$ cat src/tbo_map.svh
// Encodings and reset values for the trace buffer owner/regime decoder.
// Assumes inclusion by bare name from the top design module.
`ifndef TBO_MAP_SVH
`define TBO_MAP_SVH

// ****************************************************************
// Control field encodings
// ****************************************************************
`define TBO_LEVEL_OWNER_EL2   2'h0      // Level owner value selecting EL2 ownership
`define TBO_EL3               2'h3      // Exception level codes
`define TBO_EL2               2'h2
`define TBO_EL1               2'h1
`define TBO_EL0               2'h0

// ****************************************************************
// Reset values and parameter defaults
// ****************************************************************
`define TBO_TAG_RST           16'h0000  // Address space and VM tags
`define TBO_ALLOW_RST         4'h0      // All levels prohibited
`define TBO_DATA_W_DEF        64        // Default trace word width
`define TBO_TAG_W_DEF         16        // Default tag width
`define TBO_BUF_DEPTH_DEF     2         // Two-entry trace buffer

`endif

$ cat src/tbo_pkg.sv
// Types shared by the trace buffer owner/regime decoder.
// Assumes tbo_map.svh is on the include path.
package tbo_pkg;

  // ****************************************************************
  // Owning translation regime
  // ****************************************************************
  typedef enum logic [2:0] {
    TBO_RGM_DISABLED = 3'h0,
    TBO_RGM_S_EL10   = 3'h1,
    TBO_RGM_S_EL2    = 3'h2,
    TBO_RGM_S_EL20   = 3'h3,
    TBO_RGM_NS_EL10  = 3'h4,
    TBO_RGM_NS_EL2   = 3'h5,
    TBO_RGM_NS_EL20  = 3'h6
  } tbo_regime_type;

  // ****************************************************************
  // Meaning of the buffer pointers
  // ****************************************************************
  typedef enum logic [1:0] {
    TBO_ADDR_NONE = 2'h0,
    TBO_ADDR_VA   = 2'h1,
    TBO_ADDR_IPA  = 2'h2,
    TBO_ADDR_PA   = 2'h3
  } tbo_addr_kind_type;

endpackage : tbo_pkg

$ cat src/tbo_buf.sv
// Small valid/ready FIFO between the trace intake and the buffer writer.
// Assumes the synchronised reset and a shared clock enable.
`timescale 1ns/100ps
module tbo_buf #(
  parameter int WIDTH = 64,
  parameter int DEPTH = 2
) (
  input  wire logic             clk_sys_i,
  input  wire logic             rst_n_i,
  input  wire logic             ce_i,
  input  wire logic             in_valid_i,
  output logic                  in_ready_o,
  input  wire logic [WIDTH-1:0] in_data_i,
  output logic                  out_valid_o,
  input  wire logic             out_ready_i,
  output logic      [WIDTH-1:0] out_data_o
);

  localparam int PW = (DEPTH > 1) ? $clog2(DEPTH) : 1;

  logic [WIDTH-1:0] mem_ff [DEPTH];
  logic [PW-1:0]    wr_ff;
  logic [PW-1:0]    rd_ff;
  logic [PW:0]      cnt_ff;
  logic [PW-1:0]    nxt_wr;
  logic [PW-1:0]    nxt_rd;
  logic [PW:0]      nxt_cnt;
  logic             push;
  logic             pop;

  // Honest full/empty; a full buffer back-pressures the intake
  assign in_ready_o  = ce_i && (cnt_ff != (PW+1)'(DEPTH));
  assign out_valid_o = ce_i && (cnt_ff != '0);
  assign out_data_o  = mem_ff[rd_ff];
  assign push        = in_valid_i && in_ready_o;
  assign pop         = out_valid_o && out_ready_i;

  // Pointer wrap at the depth, not at a power of two
  always_comb begin
    nxt_wr  = wr_ff;
    nxt_rd  = rd_ff;
    nxt_cnt = cnt_ff;
    if (push) begin
      nxt_wr = (wr_ff == PW'(DEPTH - 1)) ? '0 : wr_ff + PW'(1);
    end
    if (pop) begin
      nxt_rd = (rd_ff == PW'(DEPTH - 1)) ? '0 : rd_ff + PW'(1);
    end
    if (push && !pop) begin
      nxt_cnt = cnt_ff + (PW+1)'(1);
    end else if (pop && !push) begin
      nxt_cnt = cnt_ff - (PW+1)'(1);
    end
  end

  // Pointer and count registers
  always_ff @(posedge clk_sys_i or negedge rst_n_i) begin
    if (!rst_n_i) begin
      wr_ff  <= '0;
      rd_ff  <= '0;
      cnt_ff <= '0;
    end else begin
      wr_ff  <= nxt_wr;
      rd_ff  <= nxt_rd;
      cnt_ff <= nxt_cnt;
    end
  end

  // Storage needs no reset; count gates validity
  always_ff @(posedge clk_sys_i) begin
    if (push) begin
      mem_ff[wr_ff] <= in_data_i;
    end
  end

endmodule : tbo_buf

$ cat src/tbo_rst_sync.sv
// Reset release synchroniser: asynchronous assert, two-flop release.
// Assumes a free-running clock; the clock enable also holds release.
`timescale 1ns/100ps
module tbo_rst_sync (
  input  wire logic clk_sys_i,
  input  wire logic rst_n_i,
  input  wire logic ce_i,
  output logic      rst_n_o
);

  logic meta_ff;
  logic sync_ff;
  logic nxt_meta;
  logic nxt_sync;

  // Shift a one in behind the release
  always_comb begin
    nxt_meta = ce_i ? 1'b1 : meta_ff;
    nxt_sync = ce_i ? meta_ff : sync_ff;
  end

  // Constants only under reset
  always_ff @(posedge clk_sys_i or negedge rst_n_i) begin
    if (!rst_n_i) begin
      meta_ff <= 1'b0;
      sync_ff <= 1'b0;
    end else begin
      meta_ff <= nxt_meta;
      sync_ff <= nxt_sync;
    end
  end

  assign rst_n_o = sync_ff;

endmodule : tbo_rst_sync

$ cat src/tbo_top.sv
// Trace buffer owner decode: owning regime, pointer meaning, tags and
// prohibited trace regions, plus the trace intake with discard.
// Assumes all control inputs are the effective values, synchronous to
// clk_sys_i, and that the downstream writer applies back-pressure.
`timescale 1ns/100ps
`include "tbo_map.svh"
module tbo_top #(
  parameter int DATA_W    = `TBO_DATA_W_DEF,
  parameter int TAG_W     = `TBO_TAG_W_DEF,
  parameter int BUF_DEPTH = `TBO_BUF_DEPTH_DEF
) (
  input  wire logic              clk_sys_i,
  input  wire logic              rst_n_i,
  input  wire logic              ce_i,
  // Effective control values
  input  wire logic              enable_i,
  input  wire logic              el3_present_i,
  input  wire logic              el2_present_i,
  input  wire logic              pe_nonsecure_i,
  input  wire logic [1:0]        pe_level_i,
  input  wire logic              pointer_phys_select_i,
  input  wire logic              stage2_on_i,
  input  wire logic              host_trap_general_i,
  input  wire logic              host_el2_mode_i,
  input  wire logic [1:0]        buffer_security_owner_i,
  input  wire logic [1:0]        buffer_level_owner_i,
  input  wire logic              secure_hyp_enable_i,
  input  wire logic              world_select_i,
  input  wire logic              secure_trace_enable_i,
  input  wire logic              hyp_level_trace_allow_i,
  input  wire logic              kernel_level_trace_allow_i,
  input  wire logic              user_level_host_trace_allow_i,
  input  wire logic              user_level_trace_allow_i,
  input  wire logic [TAG_W-1:0]  kernel_addr_space_tag_i,
  input  wire logic [TAG_W-1:0]  hyp_addr_space_tag_i,
  input  wire logic [TAG_W-1:0]  vm_tag_i,
  // Trace intake from the trace unit
  input  wire logic              trc_valid_i,
  output logic                   trc_ready_o,
  input  wire logic [DATA_W-1:0] trc_data_i,
  // Towards the buffer writer
  output logic                   wr_valid_o,
  input  wire logic              wr_ready_i,
  output logic      [DATA_W-1:0] wr_data_o,
  // Decoded state
  output tbo_pkg::tbo_regime_type    regime_o,
  output logic                       owner_nonsecure_o,
  output logic                       owner_el2_o,
  output tbo_pkg::tbo_addr_kind_type addr_kind_o,
  output logic                       stage1_on_o,
  output logic                       stage2_xlat_o,
  output logic      [TAG_W-1:0]      addr_space_tag_o,
  output logic      [TAG_W-1:0]      vm_tag_o,
  output logic                       world_mismatch_o,
  output logic      [3:0]            level_allow_o,
  output logic                       trace_prohibited_o,
  output logic                       xlat_prefetch_allow_o,
  output logic                       alt_route_allow_o,
  output logic                       discard_o
);

  // ****************************************************************
  // Reset release
  // ****************************************************************
  logic rst_sync_n;

  tbo_rst_sync u_rst_sync (
    .clk_sys_i (clk_sys_i),
    .rst_n_i   (rst_n_i),
    .ce_i      (ce_i),
    .rst_n_o   (rst_sync_n)
  );

  // ****************************************************************
  // Owner decode (combinational, every cycle)
  // ****************************************************************
  logic                       own_ns;
  logic                       el2_on;
  logic                       own_el2;
  logic                       lvl_own_el2;
  logic                       mismatch;
  tbo_pkg::tbo_regime_type    rgm;
  tbo_pkg::tbo_addr_kind_type akind;
  logic                       s2_on;
  logic [TAG_W-1:0]           addr_space_tag;
  logic [TAG_W-1:0]           vm_tag;

  always_comb begin
    lvl_own_el2 = (buffer_level_owner_i == `TBO_LEVEL_OWNER_EL2);
    own_ns = buffer_security_owner_i[1] || (!el3_present_i && pe_nonsecure_i);
    mismatch = (own_ns != world_select_i);
    el2_on = el2_present_i && (own_ns || secure_hyp_enable_i);
    own_el2 = el2_on && lvl_own_el2;
    rgm = tbo_pkg::TBO_RGM_DISABLED;
    akind = tbo_pkg::TBO_ADDR_NONE;
    s2_on = 1'b0;
    addr_space_tag = `TBO_TAG_RST;
    vm_tag = `TBO_TAG_RST;
    if (enable_i) begin
      unique case ({own_ns, own_el2, host_el2_mode_i})
        3'b000, 3'b001: rgm = tbo_pkg::TBO_RGM_S_EL10;
        3'b010:         rgm = tbo_pkg::TBO_RGM_S_EL2;
        3'b011:         rgm = tbo_pkg::TBO_RGM_S_EL20;
        3'b100, 3'b101: rgm = tbo_pkg::TBO_RGM_NS_EL10;
        3'b110:         rgm = tbo_pkg::TBO_RGM_NS_EL2;
        3'b111:         rgm = tbo_pkg::TBO_RGM_NS_EL20;
      endcase
      if (!own_el2) begin
        if (!pointer_phys_select_i) begin
          akind = tbo_pkg::TBO_ADDR_VA;
          addr_space_tag  = kernel_addr_space_tag_i;
        end else begin
          akind = tbo_pkg::TBO_ADDR_IPA;
        end
        s2_on = el2_on && stage2_on_i;
        vm_tag  = s2_on ? vm_tag_i : `TBO_TAG_RST;
      end else begin
        if (!pointer_phys_select_i) begin
          akind = tbo_pkg::TBO_ADDR_VA;
          addr_space_tag  = host_el2_mode_i ? hyp_addr_space_tag_i : `TBO_TAG_RST;
        end else begin
          akind = tbo_pkg::TBO_ADDR_PA;
        end
      end
    end
  end

  // ****************************************************************
  // Prohibited trace regions
  // ****************************************************************
  logic       whole_block;
  logic [3:0] allow;
  logic       cur_allow;

  always_comb begin
    whole_block = (world_select_i && !buffer_security_owner_i[1])
               || (!world_select_i && !secure_trace_enable_i)
               || (!world_select_i && buffer_security_owner_i[1]);
    allow = `TBO_ALLOW_RST;
    if (enable_i && !whole_block) begin
      // EL2 only for an EL2 owner
      allow[`TBO_EL2] = own_el2 && hyp_level_trace_allow_i;
      if (!(el2_on && host_trap_general_i)) begin
        allow[`TBO_EL1] = kernel_level_trace_allow_i;
        allow[`TBO_EL0] = user_level_trace_allow_i;
      end else begin
        // Host trapping: EL0 by host allow
        allow[`TBO_EL0] = own_el2 && user_level_host_trace_allow_i;
      end
    end
    allow[`TBO_EL3] = 1'b0;
    cur_allow = allow[pe_level_i] && (pe_nonsecure_i == own_ns);
  end

  // ****************************************************************
  // Trace intake: discard while disabled or prohibited
  // ****************************************************************
  logic buf_in_ready;
  logic buf_push;
  logic drop;

  // Discard path keeps the trace unit moving
  assign drop        = !enable_i || !cur_allow;
  assign buf_push    = trc_valid_i && !drop;
  assign trc_ready_o = ce_i && (drop || buf_in_ready);

  // Two entries so a writer stall loses no word
  tbo_buf #(
    .WIDTH (DATA_W),
    .DEPTH (BUF_DEPTH)
  ) u_buf (
    .clk_sys_i   (clk_sys_i),
    .rst_n_i     (rst_sync_n),
    .ce_i        (ce_i),
    .in_valid_i  (buf_push),
    .in_ready_o  (buf_in_ready),
    .in_data_i   (trc_data_i),
    .out_valid_o (wr_valid_o),
    .out_ready_i (wr_ready_i),
    .out_data_o  (wr_data_o)
  );

  // ****************************************************************
  // Registered decode outputs
  // ****************************************************************
  tbo_pkg::tbo_regime_type    regime_ff;
  tbo_pkg::tbo_addr_kind_type akind_ff;
  logic                       own_ns_ff;
  logic                       own_el2_ff;
  logic                       s1_ff;
  logic                       s2_ff;
  logic [TAG_W-1:0]           addr_space_tag_ff;
  logic [TAG_W-1:0]           vm_tag_ff;
  logic                       mism_ff;
  logic [3:0]                 allow_ff;
  logic                       prohib_ff;
  logic                       en_ff;
  logic                       discard_ff;

  tbo_pkg::tbo_regime_type    nxt_regime;
  tbo_pkg::tbo_addr_kind_type nxt_akind;
  logic                       nxt_own_ns;
  logic                       nxt_own_el2;
  logic                       nxt_s1;
  logic                       nxt_s2;
  logic [TAG_W-1:0]           nxt_addr_space_tag;
  logic [TAG_W-1:0]           nxt_vm_tag;
  logic                       nxt_mism;
  logic [3:0]                 nxt_allow;
  logic                       nxt_prohib;
  logic                       nxt_en;
  logic                       nxt_discard;

  // Hold everything while the clock enable is low
  always_comb begin
    nxt_regime  = regime_ff;
    nxt_akind   = akind_ff;
    nxt_own_ns  = own_ns_ff;
    nxt_own_el2 = own_el2_ff;
    nxt_s1      = s1_ff;
    nxt_s2      = s2_ff;
    nxt_addr_space_tag    = addr_space_tag_ff;
    nxt_vm_tag    = vm_tag_ff;
    nxt_mism    = mism_ff;
    nxt_allow   = allow_ff;
    nxt_prohib  = prohib_ff;
    nxt_en      = en_ff;
    nxt_discard = discard_ff;
    if (ce_i) begin
      nxt_regime  = rgm;
      nxt_akind   = akind;
      // Owner fields forced to zero while disabled
      nxt_own_ns  = enable_i && own_ns;
      nxt_own_el2 = enable_i && own_el2;
      nxt_s1      = akind == tbo_pkg::TBO_ADDR_VA;
      nxt_s2      = s2_on;
      nxt_addr_space_tag    = addr_space_tag;
      nxt_vm_tag    = vm_tag;
      nxt_mism    = enable_i && mismatch;
      nxt_allow   = allow;
      nxt_prohib  = !cur_allow || !enable_i;
      nxt_en      = enable_i;
      nxt_discard = trc_valid_i && drop;
    end
  end

  // Decode registers; reset looks like a disabled unit
  always_ff @(posedge clk_sys_i or negedge rst_sync_n) begin
    if (!rst_sync_n) begin
      regime_ff  <= tbo_pkg::TBO_RGM_DISABLED;
      akind_ff   <= tbo_pkg::TBO_ADDR_NONE;
      own_ns_ff  <= 1'b0;
      own_el2_ff <= 1'b0;
      s1_ff      <= 1'b0;
      s2_ff      <= 1'b0;
      addr_space_tag_ff    <= `TBO_TAG_RST;
      vm_tag_ff    <= `TBO_TAG_RST;
      mism_ff    <= 1'b0;
      allow_ff   <= `TBO_ALLOW_RST;
      prohib_ff  <= 1'b1;
      en_ff      <= 1'b0;
      discard_ff <= 1'b0;
    end else begin
      regime_ff  <= nxt_regime;
      akind_ff   <= nxt_akind;
      own_ns_ff  <= nxt_own_ns;
      own_el2_ff <= nxt_own_el2;
      s1_ff      <= nxt_s1;
      s2_ff      <= nxt_s2;
      addr_space_tag_ff    <= nxt_addr_space_tag;
      vm_tag_ff    <= nxt_vm_tag;
      mism_ff    <= nxt_mism;
      allow_ff   <= nxt_allow;
      prohib_ff  <= nxt_prohib;
      en_ff      <= nxt_en;
      discard_ff <= nxt_discard;
    end
  end

  assign regime_o           = regime_ff;
  assign owner_nonsecure_o  = own_ns_ff;
  assign owner_el2_o        = own_el2_ff;
  assign addr_kind_o        = akind_ff;
  assign stage1_on_o        = s1_ff;
  assign stage2_xlat_o      = s2_ff;
  assign addr_space_tag_o   = addr_space_tag_ff;
  assign vm_tag_o           = vm_tag_ff;
  assign world_mismatch_o   = mism_ff;
  assign level_allow_o      = allow_ff;
  assign trace_prohibited_o = prohib_ff;
  assign xlat_prefetch_allow_o = en_ff;
  assign alt_route_allow_o  = !en_ff;
  assign discard_o          = discard_ff;

endmodule : tbo_top

$ cat config.mk
export PLATFORM = sky130hd
export DESIGN_NAME = tbo_top
export DESIGN_NICKNAME = d
export VERILOG_FILES = /design/src/tbo_pkg.sv /design/src/tbo_buf.sv /design/src/tbo_rst_sync.sv /design/src/tbo_top.sv
export VERILOG_INCLUDE_DIRS = /design/src
export SDC_FILE = /design/constraint.sdc
export NUM_CORES = 1
export LEC_CHECK = 0
export BUFFER_PORTS_ARGS = -buffer_cell sky130_fd_sc_hd__buf_2
export CORE_MARGIN = 3
export CORE_UTILIZATION = 55
export CTS_BUF_LIST = sky130_fd_sc_hd__clkbuf_8
export DETAILED_ROUTE_END_ITERATION = 7
export GPL_TIMING_DRIVEN = 0
export PLACE_DENSITY = 0.95
export SYNTH_ARGS = -nofsm -noshare
export SYNTH_HDL_FRONTEND = slang
export SYNTH_HIERARCHICAL = 1
export SYNTH_SLANG_ARGS = --single-unit
$ cat constraint.sdc
create_clock -name clk_sys_i -period 3.54 [get_ports clk_sys_i]
set_input_delay 0.354 -clock clk_sys_i [delete_from_list [all_inputs] [get_ports clk_sys_i]]
set_output_delay 0.354 -clock clk_sys_i [all_outputs]
set_load 0.1 [all_outputs]
-- Word level (Yosys, flattened, before mapping)
Memories as Yosys holds them, arrays and structs flattened.
Index checks and enable logic that the tools add are counted.
- flip-flop bits (word level): 54
- memory bits (writable): 128
- bits in read-only memories: 24
- bits of input ports: 138
- output and inout bits: 116
- word-level logic and storage cells: 99
- memories: 2
- add/sub/neg operators: 4
- order comparisons: 1
- equal/unequal tests: 4
- multiplexer cells: 26
- reductions and logical operators: 44
- memory list (memory ; depth ; bits a word ; read ports ; clocked after memory_dff ; write ports ; line ; text):
    u_buf.mem_ff ; 2 ; 64 ; 1 ; 0 ; 1 ; tbo_buf.sv:21 ; logic [WIDTH-1:0] mem_ff [DEPTH];
    (name not given) ; 8 ; 3 ; 1 ; 0 ; 0 ; tbo_top.sv:100 ; unique case ({own_ns, own_el2, host_el2_mode_i})
- operator list (operator ; number):
    16-bit 2-to-1 mux ; 8
    1-bit logical AND ; 24
    2-bit 2-to-1 mux ; 6
    1-bit zero test ; 11
    1-bit 2-to-1 mux ; 9
    1-bit logical OR ; 6
    3-bit 2-to-1 mux ; 2
    2-bit nonzero test ; 2
    2-bit by 3-bit less-than comparator with 1-bit output (second input constant) ; 1
    1-bit adder (second input constant) ; 2
    2-bit by 1-bit adder with 2-bit output (second input constant) ; 1
    1-bit binary-select mux with 2-bit select ; 1
    2-bit by 1-bit equality test with 1-bit output (second input constant) ; 1
    2-bit zero test ; 1
    2-bit != test (second input constant) ; 1
    2-bit by 1-bit subtractor with 2-bit output (second input constant) ; 1
    1-bit equality test ; 1
    1-bit != test ; 1

-- Logic depth before layout (Yosys ltp)
Gate-level depths: netlist (run 1).
- depth in word-level cells: 21
- mapped depth: 10
- mapped depth without buffers: 10

-- Modules after synthesis
The synthesis (run 1) kept the hierarchy.
- by module, submodules not included (module ; times used ; cells each ; area each (um^2) ; seq. area each (um^2)):
    tbo_buf ; 1 ; 217 ; 5032.3 ; 3943.8
    tbo_top ; 1 ; 190 ; 2170.8 ; 1177.4
    tbo_rst_sync ; 1 ; 4 ; 71.3 ; 50.0

-- Worst setup path before layout (run 1)
No wires, ideal clock.
- kind: in2reg
- start point: in pe_nonsecure_i
- end point: mem u_buf.mem_ff[0][0], enable pin
- setup time: 494 ps
- arrival: 4410 ps
- slack: -1364 ps
- stages on the path: 7
- buffers on the path: 0
- path through: nor2b_4 -> o311ai_4 -> mux2i_1 -> o31ai_2 -> and4_1 -> and3_4 -> nor2b_1
- longest elaborated chain between the ends: 18
- elaborated cells between the ends (all ways): 22
- those cells by class: 1 x eq/ne; 7 x mux; 14 x reduce/logical
- ends and longest elaborated chain (what ; line ; text):
    from (decl) ; tbo_top.sv:19 ; input wire logic pe_nonsecure_i,
    1-bit logical AND ; tbo_top.sv:90 ; own_ns = buffer_security_owner_i[1] || (!el3_present_i && pe_nonsecure_i);
    1-bit logical OR ; tbo_top.sv:90 ;
    1-bit logical OR ; tbo_top.sv:92 ; el2_on = el2_present_i && (own_ns || secure_hyp_enable_i);
    1-bit logical AND ; tbo_top.sv:92 ;
    1-bit logical AND ; tbo_top.sv:93 ; own_el2 = el2_on && lvl_own_el2;
    1-bit logical AND ; tbo_top.sv:148 ; allow[`TBO_EL0] = own_el2 && user_level_host_trace_allow_i;
    1-bit 2-to-1 mux ; tbo_top.sv:143 ; if (!(el2_on && host_trap_general_i)) begin
    3-bit 2-to-1 mux ; tbo_top.sv:140 ; if (enable_i && !whole_block) begin
    [4 not listed] ; - ;
    1-bit logical OR (*) ; tbo_top.sv:163 ; assign drop = !enable_i || !cur_allow;
    1-bit zero test (*) ; tbo_top.sv:164 ; assign buf_push = trc_valid_i && !drop;
    1-bit logical AND (*) ; tbo_top.sv:164 ;
    via buf_push ; tbo_top.sv:159 ; logic buf_push;
    1-bit logical AND (*) ; tbo_buf.sv:35 ; assign push = in_valid_i && in_ready_o;
    via u_buf.push ; tbo_buf.sv:28 ; logic push;
    1-bit 2-to-1 mux (*) ; tbo_buf.sv:71 ; if (push) begin
    1-bit 2-to-1 mux (not written as such) (*) ; tbo_buf.sv:72 ; mem_ff[wr_ff] <= in_data_i;
    to (decl) ; tbo_buf.sv:21 ;
Mark *: on every way through the listed nets, which the timed path passes. The rest lies on a longest branch. The select of a mux whose other input is x is not followed.

-- Final worst setup path (run 1)
- start point: in buffer_level_owner_i[1]
- end point: mem u_buf.mem_ff[0][13], enable pin
- longest elaborated chain between the ends: 15
- elaborated cells between the ends (all ways): 16
- those cells by class: 6 x mux; 10 x reduce/logical
- ends and longest elaborated chain (what ; line ; text):
    from (decl) ; tbo_top.sv:26 ; input wire logic [1:0] buffer_level_owner_i,
    2-bit zero test (no line) (*) ; - ;
    1-bit logical AND (*) ; tbo_top.sv:93 ;
    1-bit logical AND ; tbo_top.sv:148 ;
    1-bit 2-to-1 mux ; tbo_top.sv:143 ;
    3-bit 2-to-1 mux (*) ; tbo_top.sv:140 ;
    1-bit binary-select mux with 2-bit select (*) ; tbo_top.sv:152 ; cur_allow = allow[pe_level_i] && (pe_nonsecure_i == own_ns);
    1-bit 2-to-1 mux (not written as such) (*) ; tbo_top.sv:152 ;
    1-bit logical AND (*) ; tbo_top.sv:152 ;
    1-bit zero test (*) ; tbo_top.sv:163 ;
    1-bit logical OR (*) ; tbo_top.sv:163 ;
    1-bit zero test (*) ; tbo_top.sv:164 ;
    1-bit logical AND (*) ; tbo_top.sv:164 ;
    via buf_push ; tbo_top.sv:159 ;
    1-bit logical AND (*) ; tbo_buf.sv:35 ;
    via u_buf.push ; tbo_buf.sv:28 ;
    1-bit 2-to-1 mux (*) ; tbo_buf.sv:71 ;
    1-bit 2-to-1 mux (not written as such) (*) ; tbo_buf.sv:72 ;
Marked as above.

==> results of run 1 <==
cell usage in the layout, fill, tap and decap left out, types with 10 or more instances in the layout:
cell	count
o2bb2ai_1	20
a31oi_1	18
edfxtp_1	128
buf_2	254
mux2_4	51
a22o_1	16
dfrtp_1	51
inv_1	13
clkbuf_1	10
and2_1	18
clkbuf_8	17
mux2_2	14
final timing paths:
path | from | end | slack, ns | depth (start not counted)
worst max-delay path | buffer_level_owner_i[1] | u_buf/mem_ff[0][13] | 0.63 | 9
worst min-delay path | trc_data_i[37] | u_buf/mem_ff[1][37] | 0.10 | 1
worst max register to register | u_buf/cnt_ff[0] | u_buf/mem_ff[0][13] | 1.32 | 4
worst min register to register | u_rst_sync/rst_n_o | level_allow_o[2] | 0.12 | 0
max in group asynchronous | u_rst_sync/rst_n_o | trace_prohibited_o | 2.86 | 1
min in group asynchronous | u_rst_sync/rst_n_o | level_allow_o[2] | 0.12 | 0
final cells by class:
class,count,area [um2]
timing repair buffer,253,1300
clock inverter,15,155
buffer,23,151
multi-input combinational,196,1920
sequential,181,5170
tap,172,215
inverter,11,41.3
fill,806,3580
clock buffer,17,234
registers in the layout, indices dropped and copies added, names as in the netlist:
register,flops
u_buf/mem_ff,128
addr_space_tag_o,16
vm_tag_o,16
level_allow_o,3
regime_o,3
addr_kind_o,2
u_buf/cnt_ff,2
discard_o,1
owner_el2_o,1
stage1_on_o,1
stage2_xlat_o,1
trace_prohibited_o,1
u_buf/rd_ff,1
u_buf/wr_ff,1
u_rst_sync/meta_ff,1
u_rst_sync/rst_n_o,1
world_mismatch_o,1
xlat_prefetch_allow_o,1
stage by stage:
stage	utilization, %	instance area [um2]	hold WS, ns	setup slack [ns]	instances
2_1_floorplan	-	7280	0.0584	0.0505	411
3_3_place_gp	68.5	8750	0.139	-0.970	833
3_5_place_dp	68.8	8790	0.123	0.155	835
4_1_cts	72.0	9190	0.0658	0.614	868
5_1_grt	72.0	9190	0.0648	0.417	868
6_report	72.0	9190	0.100	0.627	868
worst max-delay path, delay by kind of cell:
family          cells  cell delay [ns]
simple gates        4             1.49
buf+inv             3             0.65
compound gates      2             0.52
layer usage:
layer,up-vias,track usage (%)
met5,-,0
met1,2240,25.2
met2,250,42.2
li1,2125,-
met3,47,6.15
met4,2,10.7
cells by family after synthesis:
kind of cell,Yosys count,synth area share (%)
mux,67,13.0
other cells,1,0.0516
buf+inv,34,2.65
xor+xnor,7,0.843
compound gates,75,8.29
flops,181,71.1
simple gates,45,3.94
fa+ha+maj,1,0.172
power breakdown:
part | internal [mW] | switching, mW | total [mW]
logic | 0.693 | 2.19 | 2.88
clock network | 0.633 | 0.725 | 1.36
registers | 2.35 | 0.0484 | 2.39
total | 3.67 | 2.96 | 6.63
==> results.json, run 1 <==
{
  "status": "completed",
  "synthFlopType": "edfxtp_1",
  "post-route-period-util_pct": 82.3,
  "max_cap_viol_count": 0,
  "ir_drop_mv": 0.331,
  "max_freq_mhz": 343,
  "finalClockSkew_ns": 0.0162,
  "grt_usage_pct": 23.2,
  "yosysMostFrequentCell": "edfxtp_1",
  "drive_gt1_share_pct": 53.9,
  "core_um2": 12800,
  "ant_nets": 0,
  "wl_met3_um": 1440,
  "yosysTopAreaCell": "edfxtp_1",
  "worstMarginPinSlew_ns": 0.978,
  "syn-num-nets": 550,
  "slowest_stage": "nor2b_4",
  "holdBufCountCts": 1,
  "hold_viol_final": 0,
  "post_cts_buffers": 0,
  "cts_resized": 0,
  "hp-class": "input pin to register",
  "drcViolationCount": 0,
  "drtPass1Iterations": 4,
  "insertion_delay_ns": 0.44,
  "rsz0062_at_grt": "false",
  "grt_pass1_vias": 5052,
  "initial_core_util_pct": 56.9,
  "seq_area_frac_synth_pct": 71.1,
  "finalSetupViolations": 0,
  "synth_edf_count": 128,
  "end_kind": "register",
  "relSlewSlack_pct": 34.7,
  "routabilityCongestion": 0.904,
  "io_pins": 254,
  "fin_nets": 822,
  "cp.arrival_ns": 3.04,
  "synth.area.top_cells": "edfxtp_1 53%, dfrtp_1 18%, mux2_4 11%",
  "crit_path_start_kind": "input pin",
  "vias": 4664,
  "vias_per_cell": 5.37,
  "die_h_um": 121,
  "p_leak_nw": 4.01,
  "setup_tns_ns": 0,
  "dieArea_um2": 14600,
  "grt_start_max_net_pins": 65,
  "routedWlPerCell_um": 19.3,
  "final.min_clock_period_ns": 2.91,
  "netlist_area_um2": 7270,
  "antenna_found_initial": 1,
  "syn_area_per_cell_um2": 17.7,
  "synthArstFlopShare_pct": 29.3,
  "route.met2.wl_um": 8800,
  "highest_layer": "met5",
  "netlist.area_leader.share_pct": 52.8,
  "area_growth_pct": 26.4,
  "postSynthCellCount": 411,
  "crit_chain": "buf_2 -> nor2_2 -> o311ai_1 -> clkbuf_1 -> o41ai_2 -> and4_1 -> and3_4 -> nor2b_4 -> buf_12",
  "ys_warn_count": 6,
  "fp-row-count": 41,
  "ys_ff_latch": 181,
  "wl_met1_um": 6020,
  "port_buffers": 250,
  "h-tree-depth": 4,
  "clkSinkCount": 181,
  "antenna-diode-count": 0,
  "tritoncts": "done",
  "criticalPathCategory": "input pin to register",
  "total_power_mw": 6.63,
  "required_ns": 3.66,
  "grt_pass1_wl_um": 25800,
  "ys_types": 47,
  "slew_viol_final": 0,
  "dp_hpwl_um": 12700,
  "first_iter_violations": 352,
  "powerDensity_nw_per_um2": 722,
  "path_max_fanout": 34,
  "crit_path_max_incr_delay_ns": 0.80,
  "cts_root_buffer": "clkbuf_8",
  "wl_um": 16800,
  "grt_overflow": 0,
  "clockBufferDepth": 2,
  "cts.clk_slew.worst_paths_ns": 0.10,
  "cts_buffers": 17,
  "dieWidth_um": 121,
  "synth_top_cells_by_count": "128 x edfxtp_1, 52 x dfrtp_1, 51 x mux2_4"
}
Power figures use the tool's default switching activity.
==> run 2, diff against run 1 <==
--- a/config.mk
+++ b/config.mk
@@ -8,11 +8,11 @@
 export LEC_CHECK = 0
 export BUFFER_PORTS_ARGS = -buffer_cell sky130_fd_sc_hd__buf_2
 export CORE_MARGIN = 3
-export CORE_UTILIZATION = 55
+export CORE_UTILIZATION = 52
 export CTS_BUF_LIST = sky130_fd_sc_hd__clkbuf_8
 export DETAILED_ROUTE_END_ITERATION = 7
 export GPL_TIMING_DRIVEN = 0
-export PLACE_DENSITY = 0.95
+export PLACE_DENSITY = 0.93
 export SYNTH_ARGS = -nofsm -noshare
 export SYNTH_HDL_FRONTEND = slang
 export SYNTH_HIERARCHICAL = 1
==> constraint.sdc (replaced) <==
create_clock -name clk_sys_i -period 2.94 [get_ports clk_sys_i]
set_input_delay 0.294 -clock clk_sys_i [delete_from_list [all_inputs] [get_ports clk_sys_i]]
set_output_delay 0.294 -clock clk_sys_i [all_outputs]
set_load 0.1 [all_outputs]
==> results.json, run 2 (synthesis results as in run 1) <==
{
  "dieArea_um2": 15400,
  "p_seq_share_pct": 35.4,
  "cp_top_family": "simple AND/OR/NAND/NOR gates",
  "post-route-period-util_pct": 87.8,
  "hp-class": "input pin to register",
  "io_pins": 254,
  "r2r_end": "u_buf/mem_ff[1][61]",
  "p_comb_share_pct": 43.9,
  "cp.arrival_ns": 2.65,
  "core_um2": 13500,
  "final_common_cell": "buf_2",
  "rr_startpoint": "u_buf/cnt_ff[0]",
  "cts_resized": 0,
  "worst-r2r-cell-count": 3,
  "grt_overflow": 0,
  "routabilityCongestion": 0.928,
  "initial_core_util_pct": 54.1,
  "worstSetupStartpoint": "buffer_level_owner_i[1]",
  "die_h_um": 124,
  "antenna_found_initial": 1,
  "fin_nets": 869,
  "ant_nets": 0,
  "max_cap_viol_count": 0,
  "ir_drop_mv": 0.399,
  "crit_path_end": "u_buf/mem_ff[1][61]",
  "drive_gt1_share_pct": 50.5,
  "end_kind": "register",
  "slowest_stage": "and2_4",
  "p_sw_share_pct": 44.4,
  "grt_usage_pct": 23.7,
  "insertion_delay_ns": 0.45,
  "required_ns": 3.01,
  "worstMarginPinSlew_ns": 0.856,
  "placed_cells": 840,
  "wl_um": 19200,
  "crit_path_start_kind": "input pin",
  "clockBufferDepth": 2,
  "criticalPathCategory": "input pin to register",
  "drcViolationCount": 0,
  "crit_path_max_incr_delay_ns": 0.71,
  "slew_viol_final": 0,
  "rsz0062_at_grt": "false",
  "p_leak_nw": 4.22,
  "power_frac_clock_pct": 20.7,
  "hold_ws_ns": 0.0461,
  "port_buffers": 250,
  "regMostFlops": "u_buf/mem_ff",
  "max_freq_mhz": 388,
  "cts_root_buffer": "clkbuf_8",
  "final.min_clock_period_ns": 2.58,
  "finalSetupViolations": 0,
  "tritoncts": "done",
  "relSlewSlack_pct": 42.9,
  "cp_num_buf_inv": 2,
  "grt_pass1_vias": 5192,
  "clkSinkCount": 181,
  "vias": 4987,
  "powerDensity_nw_per_um2": 840,
  "grt_start_max_net_pins": 65,
  "status": "completed",
  "switchingPower_mw": 3.61,
  "fp-row-count": 42,
  "grt_pass1_wl_um": 28400,
  "vias_per_cell": 5.42,
  "drtPass1Iterations": 4,
  "finalClockSkew_ns": 0.0182,
  "crit_chain": "buf_2 -> nor2_2 -> o311ai_1 -> clkbuf_1 -> o41ai_2 -> and4_1 -> and3_4 -> and2_4",
  "fin_cells": 920,
  "ff2ff_setup_slack_ns": 1.05,
  "final_cell_mix": "254 x buf_2, 128 x edfxtp_1, 51 x dfrtp_1, 51 x mux2_4, 47 x dlygate4sd3_1",
  "cts_buffers": 17,
  "path_max_fanout": 64,
  "cts.clk_slew.worst_paths_ns": 0.09,
  "h-tree-depth": 4,
  "hold_viol_final": 0,
  "largest_reg_flops": 128,
  "routedWlPerCell_um": 20.8,
  "area_growth_pct": 33.3,
  "dieWidth_um": 124,
  "dp_hpwl_um": 13100,
  "cp_num_cells": 8,
  "p_int_mw": 4.53,
  "first_iter_violations": 316
}
## run 2: changes by cell type in the layout (fill, tap and decap cells not counted), sizes merged
| cell | previous run | this run |
|---|---|---|
| clkinvlp | 3 | 4 |
| clkinv | 4 | 2 |
| diode | 0 | 1 |
| dlygate4sd3 | 1 | 47 |
| bufinv | 2 | 3 |
| buf | 265 | 266 |
## run 2: area by class of cell
cell class / count / area (um2)
sequential: 181 / 5170
fill: 847 / 3760
multi-input combinational: 196 / 1930
timing repair buffer: 300 / 1780
clock buffer: 17 / 234
tap: 176 / 220
clock inverter: 15 / 165
buffer: 23 / 151
inverter: 11 / 41.3
antenna: 1 / 2.50
## run 2: per-layer routing
layer,global-route usage (%),wire length [um]
met1,26.4,6820
met5,0,0
met4,9.16,499
met3,8.02,1550
met2,41.9,10300
## run 2: power groups by stage
| stage | clock network, mW | registers [mW] | logic (mW) |
|---|---|---|---|
| 2_1_floorplan | 0 | 3.17 | 2.79 |
| 4_1_cts | 1.72 | 2.88 | 3.53 |
| 5_1_grt | 1.84 | 2.89 | 3.67 |
| 3_5_place_dp | 0 | 2.94 | 3.50 |
| 3_3_place_gp | 0 | 2.93 | 3.44 |
| 6_report | 1.69 | 2.88 | 3.58 |
## run 2: repair_timing
item,in CTS,in global routing
hold endpoints to repair,48,39
hold buffers,26,21
setup buffers,0,0
## run 2: how the worst min path moves through the flow
stage / startpoint / to / slack (ns) / cells after the start
finish: trc_data_i[46] / u_buf/mem_ff[1][46] / 0.05 / 1
global route: trc_data_i[51] / u_buf/mem_ff[1][51] / 0.004 / 1
CTS: trc_data_i[41] / u_buf/mem_ff[1][41] / 0.00003 / 1
detailed placement: rst_n_i / u_rst_sync/meta_ff / 0.08 / 1
global placement: rst_n_i / u_rst_sync/rst_n_o / 0.08 / 1
floorplan: rst_n_i / u_rst_sync/meta_ff / -0.002 / 0
## run 2: stage by stage
step | TNS (ns) | setup WS, ns | utilization (%) | power, mW | area, um2
after global routing | 0 | 0.205 | 72.1 | 8.40 | 9700
after CTS | 0 | 0.426 | 70.5 | 8.13 | 9480
after floorplan | 0 | 0.0148 | - | 5.96 | 7290
after global placement | -79.43 | -0.743 | 65.1 | 6.37 | 8760
final | 0 | 0.360 | 72.1 | 8.15 | 9700
after detailed placement | -5.96 | -0.0771 | 65.6 | 6.43 | 8820
